<file path="config.mk">
export PLATFORM = sky130hd
export DESIGN_NAME = vft_top
export DESIGN_NICKNAME = d
export VERILOG_FILES = /design/src/vft_pkg.sv /design/src/vft_regbank.sv /design/src/vft_top.sv
export SDC_FILE = /design/constraint.sdc
export NUM_CORES = 1
export LEC_CHECK = 0
export BUFFER_PORTS_ARGS = -buffer_cell sky130_fd_sc_hd__buf_2
export CAP_MARGIN = 20
export CORE_MARGIN = 4
export CORE_UTILIZATION = 40
export CTS_CLUSTER_DIAMETER = 50
export CTS_CLUSTER_SIZE = 12
export DETAILED_ROUTE_END_ITERATION = 16
export HOLD_SLACK_MARGIN = 0.06
export MAX_ROUTING_LAYER = met4
export PLACE_DENSITY = 0.66
export SKIP_CTS_REPAIR_TIMING = 1
export SLEW_MARGIN = 0
export SYNTH_ARGS = -nofsm -noshare
export SYNTH_HDL_FRONTEND = slang
export SYNTH_HIERARCHICAL = 1
export SYNTH_SLANG_ARGS = --single-unit
</file>
<file path="constraint.sdc">
create_clock -name i_clk -period 1.65 [get_ports i_clk]
set_clock_uncertainty 0.05 [all_clocks]
set_input_delay 0.165 -clock i_clk [delete_from_list [all_inputs] [get_ports i_clk]]
set_output_delay 0.165 -clock i_clk [all_outputs]
set_load 0.02 [all_outputs]
</file>
<file path="src/vft_pkg.sv">
// Shared constants, layouts and decode for the vertical frame timer.
`default_nettype none
package vft_pkg;

  localparam int VFT_NUM = 2;
  localparam int VFT_W = 16;
  localparam int VFT_NSEL = 8;

  // Register indices; the APB byte address is four times the index.
  localparam logic [31:0] VFT_IDX_IRQ_LINE_0 = 32'h0182020a;
  localparam logic [31:0] VFT_IDX_SYNC_END_0 = 32'h0182020e;
  localparam logic [31:0] VFT_IDX_AREA_START_0 = 32'h01820216;
  localparam logic [31:0] VFT_IDX_VBLANK_START_0 = 32'h0182021e;
  localparam logic [31:0] VFT_IDX_VBLANK_END_0 = 32'h01820212;
  localparam logic [31:0] VFT_IDX_VERTICAL_TOTAL_0 = 32'h01820222;
  localparam logic [31:0] VFT_IDX_CONTROL_0 = 32'h01820290;
  localparam logic [31:0] VFT_IDX_LINE_COUNT_0 = 32'h0182023e;
  localparam logic [31:0] VFT_IDX_IRQ_LINE_1 = 32'h0182024a;
  localparam logic [31:0] VFT_IDX_SYNC_END_1 = 32'h0182024e;
  localparam logic [31:0] VFT_IDX_AREA_START_1 = 32'h01820256;
  localparam logic [31:0] VFT_IDX_VBLANK_START_1 = 32'h0182025e;
  localparam logic [31:0] VFT_IDX_VBLANK_END_1 = 32'h01820252;
  localparam logic [31:0] VFT_IDX_VERTICAL_TOTAL_1 = 32'h01820262;
  localparam logic [31:0] VFT_IDX_CONTROL_1 = 32'h01820292;
  localparam logic [31:0] VFT_IDX_LINE_COUNT_1 = 32'h0182027e;

  // Slot numbers inside one timer; the last slot is the read-only counter.
  localparam logic [2:0] VFT_SEL_IRQ_LINE = 3'h0;
  localparam logic [2:0] VFT_SEL_SYNC_END = 3'h1;
  localparam logic [2:0] VFT_SEL_AREA_START = 3'h2;
  localparam logic [2:0] VFT_SEL_VBLANK_START = 3'h3;
  localparam logic [2:0] VFT_SEL_VBLANK_END = 3'h4;
  localparam logic [2:0] VFT_SEL_VERTICAL_TOTAL_VALUE = 3'h5;
  localparam logic [2:0] VFT_SEL_CONTROL = 3'h6;
  localparam logic [2:0] VFT_SEL_LINE_COUNT = 3'h7;

  localparam logic [31:0] VFT_IDX_TAB [VFT_NUM][VFT_NSEL] = '{
    '{VFT_IDX_IRQ_LINE_0, VFT_IDX_SYNC_END_0, VFT_IDX_AREA_START_0,
      VFT_IDX_VBLANK_START_0, VFT_IDX_VBLANK_END_0,
      VFT_IDX_VERTICAL_TOTAL_0, VFT_IDX_CONTROL_0, VFT_IDX_LINE_COUNT_0},
    '{VFT_IDX_IRQ_LINE_1, VFT_IDX_SYNC_END_1, VFT_IDX_AREA_START_1,
      VFT_IDX_VBLANK_START_1, VFT_IDX_VBLANK_END_1,
      VFT_IDX_VERTICAL_TOTAL_1, VFT_IDX_CONTROL_1, VFT_IDX_LINE_COUNT_1}};

  // Frame timer control field positions.
  localparam int VFT_CTL_ENABLE = 0;
  localparam int VFT_CTL_INTERLACE = 1;
  localparam int VFT_CTL_COMPOSITE = 2;
  localparam int VFT_CTL_IIS = 3;

  localparam logic [15:0] VFT_REG_RST = 16'h0000;
  localparam logic [15:0] VFT_CNT_RST = 16'h0000;
  localparam logic [15:0] VFT_CNT_ONE = 16'h0001;

  typedef struct packed {
    logic [15:0] irq_line;
    logic [15:0] sync_end;
    logic [15:0] area_start;
    logic [15:0] vblank_start;
    logic [15:0] vblank_end;
    logic [15:0] vertical_total_value;
    logic [15:0] control;
  } vft_vregs_t;

  // Strobes and pulse shapes from the horizontal half, one-cycle strobes.
  typedef struct packed {
    logic line_end;
    logic midline;
    logic hsync_n;
    logic hblank_n;
    logic equalize_n;
    logic serrate_n;
  } vft_hin_t;

  typedef struct packed {
    logic vsync_n;
    logic vblank_n;
    logic cblank_n;
    logic composite_sync_output_n;
    logic varea;
    logic serration;
    logic equalization;
  } vft_vout_t;

  typedef struct packed {
    logic hit;
    logic ro;
    logic inst;
    logic [2:0] sel;
  } vft_dec_t;

  function automatic vft_dec_t vft_decode(input logic [31:0] addr);
    vft_dec_t d;
    d = '0;
    for (int i = 0; i < VFT_NUM; i++)
    begin
      for (int s = 0; s < VFT_NSEL; s++)
      begin
        if (addr == {VFT_IDX_TAB[i][s][29:0], 2'b00})
        begin
          d.hit = 1'b1;
          d.inst = i[0];
          d.sel = s[2:0];
          d.ro = (s[2:0] == VFT_SEL_LINE_COUNT);
        end
      end
    end
    return d;
  endfunction

endpackage
`default_nettype wire

</file>
<file path="src/vft_regbank.sv">
// Storage for the timing value registers of both frame timers.
`timescale 1ns/1ps
`default_nettype none
module vft_regbank (
  // Clock and reset.
  input wire logic i_clk,
  input wire logic i_reset_n,
  // Write port.
  input wire logic i_wr_en,
  input wire logic i_wr_inst,
  input wire logic [2:0] i_wr_sel,
  input wire logic [15:0] i_wr_data,
  // Read port; data appear registered one cycle later.
  input wire logic i_rd_en,
  input wire vft_pkg::vft_dec_t i_rd_dec,
  input wire logic [1:0][15:0] i_line_cnt,
  output logic [31:0] o_rd_data_ff,
  // Live values for the timers.
  output vft_pkg::vft_vregs_t [1:0] o_regs
);
  import vft_pkg::*;

  logic [15:0] mem_ff [VFT_NUM][VFT_SEL_LINE_COUNT];

  always_ff @(posedge i_clk or negedge i_reset_n)
  begin
    if (!i_reset_n)
    begin
      for (int i = 0; i < VFT_NUM; i++)
      begin
        for (int s = 0; s < int'(VFT_SEL_LINE_COUNT); s++)
        begin
          mem_ff[i][s] <= VFT_REG_RST;
        end
      end
    end
    else if (i_wr_en && i_wr_sel != VFT_SEL_LINE_COUNT)
    begin
      mem_ff[i_wr_inst][i_wr_sel] <= i_wr_data;
    end
  end

  always_ff @(posedge i_clk or negedge i_reset_n)
  begin
    if (!i_reset_n)
    begin
      o_rd_data_ff <= 32'h00000000;
    end
    else if (i_rd_en)
    begin
      if (!i_rd_dec.hit)
      begin
        o_rd_data_ff <= 32'h00000000;
      end
      else if (i_rd_dec.ro)
      begin
        o_rd_data_ff <= {16'h0000, i_line_cnt[i_rd_dec.inst]};
      end
      else
      begin
        o_rd_data_ff <= {16'h0000, mem_ff[i_rd_dec.inst][i_rd_dec.sel]};
      end
    end
  end

  always_comb
  begin
    for (int i = 0; i < VFT_NUM; i++)
    begin
      o_regs[i].irq_line = mem_ff[i][VFT_SEL_IRQ_LINE];
      o_regs[i].sync_end = mem_ff[i][VFT_SEL_SYNC_END];
      o_regs[i].area_start = mem_ff[i][VFT_SEL_AREA_START];
      o_regs[i].vblank_start = mem_ff[i][VFT_SEL_VBLANK_START];
      o_regs[i].vblank_end = mem_ff[i][VFT_SEL_VBLANK_END];
      o_regs[i].vertical_total_value = mem_ff[i][VFT_SEL_VERTICAL_TOTAL_VALUE];
      o_regs[i].control = mem_ff[i][VFT_SEL_CONTROL];
    end
  end

endmodule
`default_nettype wire

</file>
<file path="src/vft_top.sv">
// Vertical half of two frame timers with their APB register slave.
//
// Register access over APB was decided locally.
`timescale 1ns/1ps
`default_nettype none
module vft_top (
  // Clock and reset.
  input wire logic i_clk,
  input wire logic i_reset_n,
  // APB slave.
  input wire logic i_psel,
  input wire logic i_penable,
  input wire logic i_pwrite,
  input wire logic [31:0] i_paddr,
  input wire logic [31:0] i_pwdata,
  output logic [31:0] o_prdata,
  output logic o_pready,
  output logic o_pslverr,
  // Strobes from the horizontal half of each timer.
  input wire vft_pkg::vft_hin_t [1:0] i_hin,
  // Video timing outputs of each timer.
  output vft_pkg::vft_vout_t [1:0] o_vout,
  // Frame interrupt pulses to the host processor pending flags.
  output logic [1:0] o_frame_irq
);
  import vft_pkg::*;

  ////////////////////////////////////////////////////////////////////////////
  // APB slave.

  logic setup;
  logic access;
  logic wr_en;
  logic err_ff;
  vft_dec_t dec;
  vft_vregs_t [1:0] regs;
  logic [1:0][15:0] line_cnt;

  assign setup = i_psel && !i_penable;
  assign access = i_psel && i_penable;
  assign dec = vft_decode(i_paddr);
  // The counter slot is read-only; a write there is answered as an error.
  assign wr_en = access && i_pwrite && dec.hit && !dec.ro;

  // Zero wait states: the read word is captured in the setup cycle.
  assign o_pready = 1'b1;
  assign o_pslverr = access && err_ff;

  always_ff @(posedge i_clk or negedge i_reset_n)
  begin
    if (!i_reset_n)
    begin
      err_ff <= 1'b0;
    end
    else if (setup)
    begin
      err_ff <= !dec.hit || (dec.ro && i_pwrite);
    end
  end

  vft_regbank u_regbank (
    .i_clk(i_clk),
    .i_reset_n(i_reset_n),
    .i_wr_en(wr_en),
    .i_wr_inst(dec.inst),
    .i_wr_sel(dec.sel),
    .i_wr_data(i_pwdata[15:0]),
    .i_rd_en(setup),
    .i_rd_dec(dec),
    .i_line_cnt(line_cnt),
    .o_rd_data_ff(o_prdata),
    .o_regs(regs)
  );

  ////////////////////////////////////////////////////////////////////////////
  // Vertical timers, one copy per frame timer.

  for (genvar g = 0; g < VFT_NUM; g++)
  begin : g_tmr
    vft_vregs_t r;
    vft_hin_t h;
    logic enable;
    logic interlace;
    logic composite;
    logic iis;
    logic step;
    logic mid_step;
    logic [15:0] half_sync;
    logic tot_hit;
    logic half_hit;
    logic end_hit;
    logic bstart_hit;
    logic bend_hit;
    logic area_hit;
    logic irq_hit;
    logic irq_fire;
    logic [15:0] cnt_ff;
    logic vsync_n_ff;
    logic vblank_n_ff;
    logic cblank_n_ff;
    logic composite_sync_output_n_ff;
    logic varea_ff;
    logic serr_ff;
    logic pre_eq_ff;
    logic post_eq_ff;
    logic area_pend_ff;
    logic irq_pend_ff;
    logic field_ff;
    logic irq_done_ff;
    logic irq_ff;

    assign r = regs[g];
    assign h = i_hin[g];
    assign enable = r.control[VFT_CTL_ENABLE];
    assign interlace = r.control[VFT_CTL_INTERLACE];
    assign composite = r.control[VFT_CTL_COMPOSITE];
    assign iis = r.control[VFT_CTL_IIS];

    assign mid_step = enable && interlace && h.midline;
    assign step = (enable && h.line_end) || mid_step;
    assign half_sync = {1'b0, r.sync_end[15:1]};
    assign tot_hit = step && (cnt_ff == r.vertical_total_value);
    assign half_hit = step && (cnt_ff == half_sync);
    assign end_hit = step && (cnt_ff == r.sync_end);
    assign bstart_hit = step && (cnt_ff == r.vblank_start);
    assign bend_hit = step && (cnt_ff == r.vblank_end);

    // Area and interrupt only rise at full line ends; a midline match is
    // parked and applied at the next line end.
    assign area_hit = enable && h.line_end
      && ((cnt_ff == r.area_start) || area_pend_ff);
    assign irq_hit = enable && h.line_end
      && ((cnt_ff == r.irq_line) || irq_pend_ff);
    // Frame mode suppresses the second field's match.
    assign irq_fire = irq_hit && !(interlace && !iis && irq_done_ff);

    assign line_cnt[g] = cnt_ff;

    // Line counter.
    always_ff @(posedge i_clk or negedge i_reset_n)
    begin
      if (!i_reset_n)
      begin
        cnt_ff <= VFT_CNT_RST;
      end
      else if (!enable)
      begin
        cnt_ff <= VFT_CNT_RST;
      end
      else if (tot_hit)
      begin
        cnt_ff <= VFT_CNT_RST;
      end
      else if (step)
      begin
        cnt_ff <= cnt_ff + VFT_CNT_ONE;
      end
    end

    // Vertical sync.
    always_ff @(posedge i_clk or negedge i_reset_n)
    begin
      if (!i_reset_n)
      begin
        vsync_n_ff <= 1'b1;
      end
      else if (tot_hit)
      begin
        vsync_n_ff <= 1'b0;
      end
      else if (half_hit)
      begin
        vsync_n_ff <= 1'b1;
      end
    end

    // Vertical blanking.
    always_ff @(posedge i_clk or negedge i_reset_n)
    begin
      if (!i_reset_n)
      begin
        vblank_n_ff <= 1'b1;
      end
      else if (bstart_hit)
      begin
        vblank_n_ff <= 1'b0;
      end
      else if (bend_hit)
      begin
        vblank_n_ff <= 1'b1;
      end
    end

    // Serration region, composite mode only.
    always_ff @(posedge i_clk or negedge i_reset_n)
    begin
      if (!i_reset_n)
      begin
        serr_ff <= 1'b0;
      end
      else if (!composite)
      begin
        serr_ff <= 1'b0;
      end
      else if (tot_hit)
      begin
        serr_ff <= 1'b1;
      end
      else if (half_hit)
      begin
        serr_ff <= 1'b0;
      end
    end

    // Pre-equalization region, interlaced composite mode only.
    always_ff @(posedge i_clk or negedge i_reset_n)
    begin
      if (!i_reset_n)
      begin
        pre_eq_ff <= 1'b0;
      end
      else if (!(composite && interlace))
      begin
        pre_eq_ff <= 1'b0;
      end
      else if (tot_hit)
      begin
        pre_eq_ff <= 1'b0;
      end
      else if (bstart_hit)
      begin
        pre_eq_ff <= 1'b1;
      end
    end

    // Post-equalization region, interlaced composite mode only.
    always_ff @(posedge i_clk or negedge i_reset_n)
    begin
      if (!i_reset_n)
      begin
        post_eq_ff <= 1'b0;
      end
      else if (!(composite && interlace))
      begin
        post_eq_ff <= 1'b0;
      end
      else if (half_hit)
      begin
        post_eq_ff <= 1'b1;
      end
      else if (end_hit)
      begin
        post_eq_ff <= 1'b0;
      end
    end

    // Midline matches parked until the line end.
    always_ff @(posedge i_clk or negedge i_reset_n)
    begin
      if (!i_reset_n)
      begin
        area_pend_ff <= 1'b0;
        irq_pend_ff <= 1'b0;
      end
      else if (mid_step)
      begin
        area_pend_ff <= (cnt_ff == r.area_start);
        irq_pend_ff <= (cnt_ff == r.irq_line);
      end
      else if (h.line_end || !enable)
      begin
        area_pend_ff <= 1'b0;
        irq_pend_ff <= 1'b0;
      end
    end

    // Vertical area component; it is dropped when each field's sync starts.
    always_ff @(posedge i_clk or negedge i_reset_n)
    begin
      if (!i_reset_n)
      begin
        varea_ff <= 1'b0;
      end
      else if (area_hit)
      begin
        varea_ff <= 1'b1;
      end
      else if (tot_hit || !enable)
      begin
        varea_ff <= 1'b0;
      end
    end

    // Field parity; field 0 begins when the second field wraps.
    always_ff @(posedge i_clk or negedge i_reset_n)
    begin
      if (!i_reset_n)
      begin
        field_ff <= 1'b0;
      end
      else if (!interlace || !enable)
      begin
        field_ff <= 1'b0;
      end
      else if (tot_hit)
      begin
        field_ff <= !field_ff;
      end
    end

    // Frame mode bookkeeping; the firing wins over a frame-start clear.
    always_ff @(posedge i_clk or negedge i_reset_n)
    begin
      if (!i_reset_n)
      begin
        irq_done_ff <= 1'b0;
      end
      else if (irq_fire)
      begin
        irq_done_ff <= 1'b1;
      end
      else if ((tot_hit && field_ff) || !interlace || iis)
      begin
        irq_done_ff <= 1'b0;
      end
    end

    // Interrupt pulse, one cycle.
    always_ff @(posedge i_clk or negedge i_reset_n)
    begin
      if (!i_reset_n)
      begin
        irq_ff <= 1'b0;
      end
      else
      begin
        irq_ff <= irq_fire;
      end
    end

    // Composite outputs are registered, one cycle behind the horizontal shapes and vblank_n_ff.
    always_ff @(posedge i_clk or negedge i_reset_n)
    begin
      if (!i_reset_n)
      begin
        cblank_n_ff <= 1'b1;
        composite_sync_output_n_ff <= 1'b1;
      end
      else
      begin
        cblank_n_ff <= h.hblank_n && vblank_n_ff;
        if (serr_ff)
        begin
          composite_sync_output_n_ff <= h.serrate_n;
        end
        else if (pre_eq_ff || post_eq_ff)
        begin
          composite_sync_output_n_ff <= h.equalize_n;
        end
        else
        begin
          composite_sync_output_n_ff <= h.hsync_n;
        end
      end
    end

    assign o_vout[g].vsync_n = vsync_n_ff;
    assign o_vout[g].vblank_n = vblank_n_ff;
    assign o_vout[g].cblank_n = cblank_n_ff;
    assign o_vout[g].composite_sync_output_n = composite_sync_output_n_ff;
    assign o_vout[g].varea = varea_ff;
    assign o_vout[g].serration = serr_ff;
    assign o_vout[g].equalization = pre_eq_ff || post_eq_ff;
    assign o_frame_irq[g] = irq_ff;
  end

endmodule
`default_nettype wire

</file>
==> impl_metrics.env, run 1 <==
export IMPL_crit_type="primary input to flip-flop"
export IMPL_htree_levels=2
export IMPL_worst_slack_ns=-0.694
export IMPL_start_util_pct=40.5
export IMPL_dr_first_iter_drc_count=1041
export IMPL_drive_gt1_share_pct=46.7
export IMPL_std_cell_rows=75
export IMPL_ios=131
export IMPL_p_leak_nw=10.9
export IMPL_clockRootBuffer="clkbuf_16"
export IMPL_hp_class="primary input to flip-flop"
export IMPL_max_stage_delay_ns=0.50
export IMPL_synth_common_cells="291 x dfrtp_1, 233 x mux2_2, 140 x xnor2_1"
export IMPL_min_period_ns=2.34
export IMPL_yosysSeqAreaShare_pct=44.0
export IMPL_crit_start="i_paddr[6]"
export IMPL_r2r_start="g_tmr[0].cnt_ff[13]"
export IMPL_overflow=0
export IMPL_slew_violations=0
export IMPL_n_fill_cell=3604
export IMPL_peakVddDrop_mv=0.772
export IMPL_dr_total_vias=13341
export IMPL_arrival_ns=2.71
export IMPL_post_route_period_util_pct=142
export IMPL_endpoint="u_regbank/o_rd_data_ff[5]"
export IMPL_drc=0
export IMPL_timing_rr_end="g_tmr[0].irq_done_ff"
export IMPL_area_delta_synth_final_pct=34.1
export IMPL_synth_top_cell_area_share_pct=42.8
export IMPL_place_gp_congestion=0.976
export IMPL_cts_made_buffers=38
export IMPL_clk_latency_ns=0.57
export IMPL_ant_nets=0
export IMPL_wirelength_um=59200
export IMPL_critPathMaxFanout=8
export IMPL_cp_slowest_cell="mux4_2"
export IMPL_clock_sinks=299
export IMPL_io_buffers=97
export IMPL_n_antenna_cell=0
export IMPL_ys_async_sr_fraction_pct=100
export IMPL_clk_path_buf_depth=3
export IMPL_critPathBufInv=6
export IMPL_dr_pass1_iters=5
export IMPL_wl_per_cell_um=24.7
export IMPL_antenna_found_initial=0
export IMPL_power_density_nw_per_um2=731
export IMPL_yosys_register_bits=299
export IMPL_fp_coreArea_um2=42000
export IMPL_yosys_top_cells_area="dfrtp_1 43%, mux2_2 15%, xnor2_1 7.2%"
export IMPL_gr_usage_all_layers_pct=25.4
export IMPL_synth_flop_cell="dfrtp_1"
export IMPL_synth_most_common_cell="dfrtp_1"
export IMPL_fp_dieW_um=214
export IMPL_cp_end_kind="flip-flop"
export IMPL_fmax_mhz=427
export IMPL_ff2ff_path_depth=8
export IMPL_cp_start_kind="primary input"
export IMPL_setup_viol=295
export IMPL_worstSetupPathDepth=12
export IMPL_rsz0062_at_grt="yes"
export IMPL_grt_max_degree=57
export IMPL_hold_viol=0
export IMPL_maxSlewHeadroom_pct=45.9
export IMPL_place_ws_ns=-1.27
export IMPL_crit_chain="buf_8 > nor2b_4 > nand4b_1 > buf_4 > a2111oi_4 > buf_4 > buf_12 > buf_12 > buf_16 > mux4_2 > o211ai_1 > o22ai_1"
export IMPL_cts_tree="done"
export IMPL_die_h_um=214
export IMPL_nNetsFinal=1915
export IMPL_vias_per_cell=5.56
export IMPL_drv_cap=0
export IMPL_dp_cells=2291
export IMPL_r2r_slack_ns=-0.34
export IMPL_critical_path_top_delay_family="buffers and inverters"
export IMPL_synth_edf_count=0
export IMPL_yosys_area_top_type="dfrtp_1"
export IMPL_max_slew_worst_pin_slew_ns=0.810
export IMPL_hpwlAfterDp_um=44400
export IMPL_die_area_um2=45900
export IMPL_outcome="finished with violations"
export IMPL_worstPathRequired_ns=2.02
export IMPL_syn_inst=1441
export IMPL_instances_no_fill=2400
export IMPL_syn_avg_cell_area_um2=11.8
export IMPL_grt_pass1_vias=13387
export IMPL_clkTransAtPathRegs_ns=0.06
export IMPL_synth_distinct_cells=61
export IMPL_power_mw=16.7
export IMPL_synth_area_um2=17000
export IMPL_yosysWarningCount=6
export IMPL_grt_pass1_wl_um=86200
export IMPL_failed_checks="negative setup slack"
==> final cells by class <==
cell class,instances,area [um^2],area share [%]
repair buffers,466,3920,17.1
clock inverters,20,275,1.21
multi-input cells,1001,9330,40.9
inverters,26,97.6,0.427
well taps,539,674,2.95
flip-flops and latches,299,7500,32.8
clock buffers,49,1040,4.56
==> how the worst min path moves through the flow <==
stage                           endpoint  slack [ns]         start  depth (start not counted)
finish              u_regbank/o_regs[10]        0.05  i_pwdata[10]                          2
floorplan                         err_ff       -0.18     i_reset_n                          0
detailed placement  u_regbank/o_regs[25]        0.02     i_reset_n                          1
CTS                 u_regbank/o_regs[70]       -0.58     i_reset_n                          1
global route        u_regbank/o_regs[15]        0.06  i_pwdata[15]                          2
global placement    u_regbank/o_regs[25]        0.02     i_reset_n                          1
==> report_power, final <==
| group | switching (mW) | internal, mW | total (mW) | leakage, nW |
|---|---|---|---|---|
| Combinational | 0.399 | 0.176 | 0.575 | 6.16 |
| Sequential | 0.000570 | 7.34 | 7.34 | 4.13 |
| Clock | 3.47 | 5.31 | 8.78 | 0.633 |
| Total | 3.87 | 12.8 | 16.7 | 10.9 |
==> metal layers <==
layer,GRT usage [%],vias to the layer above,share of wire (%)
met4,8.19,0,3.7
met1,34.2,6815,43
met3,4.17,125,6.5
met5,-,-,0
li1,-,5903,-
met2,39.5,498,47
==> flip-flops by register name, indices dropped and copies added, names as in the netlist <==
name / cells
err_ff: 1
g_tmr.irq_done_ff: 2
g_tmr.post_eq_ff: 2
g_tmr.irq_pend_ff: 2
g_tmr.varea_ff: 2
g_tmr.area_pend_ff: 2
g_tmr.composite_sync_output_n_ff: 2
g_tmr.cblank_n_ff: 2
u_regbank/o_rd_data_ff: 16
g_tmr.irq_ff: 2
g_tmr.vsync_n_ff: 2
g_tmr.cnt_ff: 32
g_tmr.pre_eq_ff: 2
g_tmr.vblank_n_ff: 2
g_tmr.field_ff: 2
g_tmr.serr_ff: 2
u_regbank/o_regs: 224
==> cells by family after synthesis <==
| group | Yosys count | synth area share [%] |
|---|---|---|
| muxes | 333 | 23.9 |
| DFF | 299 | 44.0 |
| and+or+nand+nor | 269 | 8.84 |
| xor gates and xnor gates | 250 | 12.9 |
| buffers and inverters | 156 | 5.04 |
| AOI/OAI and AO/OA | 130 | 5.14 |
| adders and majority gates | 2 | 0.147 |
| other | 2 | 0.0441 |
==> cell usage in the layout, fill, tap and decap left out, types with 37 or more instances in the layout <==
master / n
buf_12: 37
mux2_4: 53
clkbuf_16: 42
buf_2: 93
buf_4: 302
nor2_1: 41
dfrtp_1: 282
nand4_1: 45
mux2i_1: 68
xor2_1: 110
xnor2_1: 132
mux2_2: 180
==> through the flow <==
step	area, um^2	hold WS, ns	TNS, ns	utilization, %
finish	22800	0.0501	-117.50	54.3
global route	22800	0.0620	-135.70	54.3
CTS	21900	-0.576	-132.74	52.2
detailed placement	20600	0.0234	-269.10	49.0
global placement	20600	0.0250	-258.25	49.0
floorplan	17400	-0.181	-176.76	-
No activity file was read; power rests on OpenSTA's default activity.
==> inputs of run 2 (changes only) <==
--- a/config.mk
+++ b/config.mk
@@ -9,12 +9,12 @@
 export CAP_MARGIN = 20
 export CORE_MARGIN = 4
 export CORE_UTILIZATION = 40
+export CTS_BUF_LIST = sky130_fd_sc_hd__clkbuf_8
 export CTS_CLUSTER_DIAMETER = 50
 export CTS_CLUSTER_SIZE = 12
 export DETAILED_ROUTE_END_ITERATION = 16
 export HOLD_SLACK_MARGIN = 0.06
 export MAX_ROUTING_LAYER = met4
-export PLACE_DENSITY = 0.66
 export SKIP_CTS_REPAIR_TIMING = 1
 export SLEW_MARGIN = 0
 export SYNTH_ARGS = -nofsm -noshare
==> impl_metrics.env, run 2 (synthesized netlist as in run 1, its figures left out) <==
export IMPL_area_delta_synth_final_pct=43.2
export IMPL_grtUsageMet3_pct=4.80
export IMPL_wirelength_um=63700
export IMPL_hold_viol=0
export IMPL_r2r_slack_ns=-0.35
export IMPL_largest_reg_flops=224
export IMPL_io_buffers=97
export IMPL_busiest_layer="met2"
export IMPL_arrival_ns=2.72
export IMPL_multiInputGateArea_um2=10400
export IMPL_cts_tree="done"
export IMPL_wl_per_cell_um=25.8
export IMPL_n_fill_cell=3424
export IMPL_crit_chain="buf_2 > nor4b_2 > nand4_1 > a2111oi_4 > buf_4 > clkbuf_16 > buf_6 > nand3b_1 > buf_6 > nor2_4 > clkbuf_16 > mux2_4"
export IMPL_use_met2_pct=39.4
export IMPL_max_stage_delay_ns=0.37
export IMPL_grt_max_degree=75
export IMPL_peakVddDrop_mv=0.520
export IMPL_clock_sinks=299
export IMPL_dr_first_iter_drc_count=1066
export IMPL_worstPathRequired_ns=2.09
export IMPL_overflow=0
export IMPL_setup_viol=294
export IMPL_place_gp_congestion=0.990
export IMPL_ant_nets=0
export IMPL_crit_start="i_paddr[21]"
export IMPL_crit_type="primary input to flip-flop"
export IMPL_dr_total_vias=13749
export IMPL_clk_path_buf_depth=3
export IMPL_nNetsFinal=1990
export IMPL_cp_end_kind="flip-flop"
export IMPL_ff2ff_path_depth=7
export IMPL_grt_pass1_wl_um=86900
export IMPL_die_area_um2=45900
export IMPL_final_util_pct=58.0
export IMPL_htree_levels=2
export IMPL_maxSlewHeadroom_pct=46.2
export IMPL_cp_slowest_cell="a2111oi_4"
export IMPL_grtUsageMet1_pct=35.5
export IMPL_final_common_cell="buf_4"
export IMPL_whs_ns=0.0813
export IMPL_ios=131
export IMPL_clk_latency_ns=0.62
export IMPL_r2r_start="g_tmr[0].cnt_ff[8]"
export IMPL_rsz0062_at_grt="yes"
export IMPL_worst_slack_ns=-0.632
export IMPL_max_slew_worst_pin_slew_ns=0.806
export IMPL_post_route_period_util_pct=138
export IMPL_start_util_pct=40.5
export IMPL_n_antenna_cell=0
export IMPL_register_area_um2=7520
export IMPL_vias_per_cell=5.57
export IMPL_clockRootBuffer="clkbuf_8"
export IMPL_min_period_ns=2.28
export IMPL_dr_pass1_iters=5
export IMPL_p_leak_nw=11.4
export IMPL_clkTransAtPathRegs_ns=0.08
export IMPL_gr_usage_all_layers_pct=25.7
export IMPL_hpwlAfterDp_um=44500
export IMPL_grt_pass1_vias=13129
export IMPL_endpoint="u_regbank/o_regs[184]"
export IMPL_drive_gt1_share_pct=55.3
export IMPL_power_density_nw_per_um2=596
export IMPL_final_cell_mix="329 x buf_4, 271 x dfrtp_1, 138 x mux2_2"
export IMPL_fp_dieW_um=214
export IMPL_die_h_um=214
export IMPL_antenna_found_initial=0
export IMPL_drc=0
export IMPL_timing_rr_end="g_tmr[0].pre_eq_ff"
export IMPL_std_cell_rows=75
export IMPL_fmax_mhz=438
export IMPL_failed_checks="negative setup slack"
export IMPL_outcome="finished with violations"
export IMPL_slew_violations=0
export IMPL_drv_cap=0
export IMPL_hp_class="primary input to flip-flop"
export IMPL_critPathMaxFanout=6
export IMPL_cts_made_buffers=39
export IMPL_cp_start_kind="primary input"
export IMPL_fp_coreArea_um2=42000
-- run 2: cell types whose count changed in the layout (fill, tap and decap cells not counted), moves of 15 or more --
cell,delta
nor2_1,-29
xor2_2,+16
mux2_4,+42
nor4_1,-19
clkbuf_8,+43
xnor2_1,-18
buf_6,+28
xor2_1,-22
nor4_2,+15
nor2_2,+15
clkbuf_16,-32
buf_4,+27
mux2_2,-42
-- run 2: area by class of cell --
type | instances | area share [%]
repair buffers | 540 | 19.5
flip-flops and latches | 299 | 30.8
inverters | 26 | 0.400
clock inverters | 17 | 0.959
well taps | 539 | 2.76
multi-input cells | 1001 | 42.8
clock buffers | 48 | 2.71
-- run 2: worst min path at each step --
stage / startpoint / to / cells past startpoint
floorplan: i_reset_n / err_ff / 0
global placement: i_reset_n / u_regbank/o_regs[38] / 1
detailed placement: i_reset_n / u_regbank/o_regs[38] / 1
CTS: i_reset_n / u_regbank/o_regs[21] / 1
global route: i_pwdata[12] / u_regbank/o_regs[108] / 2
finish: i_pwdata[12] / u_regbank/o_regs[220] / 2
-- run 2: metal layers --
metal | vias to the layer above | share of wire, %
li1 | 6060 | -
met3 | 108 | 6.4
met5 | - | 0
met2 | 509 | 47
met1 | 7072 | 44
met4 | 0 | 2.6
-- run 2: critical path: cells and delay by family --
| family | cells | cell delay (ns) |
|---|---|---|
| compound gates | 1 | 0.37 |
| buf+inv | 6 | 0.96 |
| mux | 1 | 0.29 |
| simple gates | 4 | 0.90 |
-- run 2: metrics by stage --
step / power (mW) / TNS [ns] / instances / worst slack [ns] / area (um^2)
final: 14.5 / -133.03 / 2470 / -0.632 / 24400
after floorplan: 7.64 / -176.76 / 1456 / -0.997 / 17400
after global routing: 15.0 / -148.37 / 2470 / -0.666 / 24400
after global placement: 8.01 / -277.50 / 2292 / -1.19 / 20600
after CTS: 14.6 / -136.63 / 2357 / -0.640 / 21500
after detailed placement: 8.01 / -287.36 / 2292 / -1.27 / 20600
-- run 2: where the power goes --
part           leakage, nW  switching [mW]  internal, mW  total, mW
sequential            4.11        0.000638          7.33       7.33
clock                0.462            3.12          3.47       6.58
combinational         6.79           0.423         0.197      0.620
total                 11.4            3.54          11.0       14.5
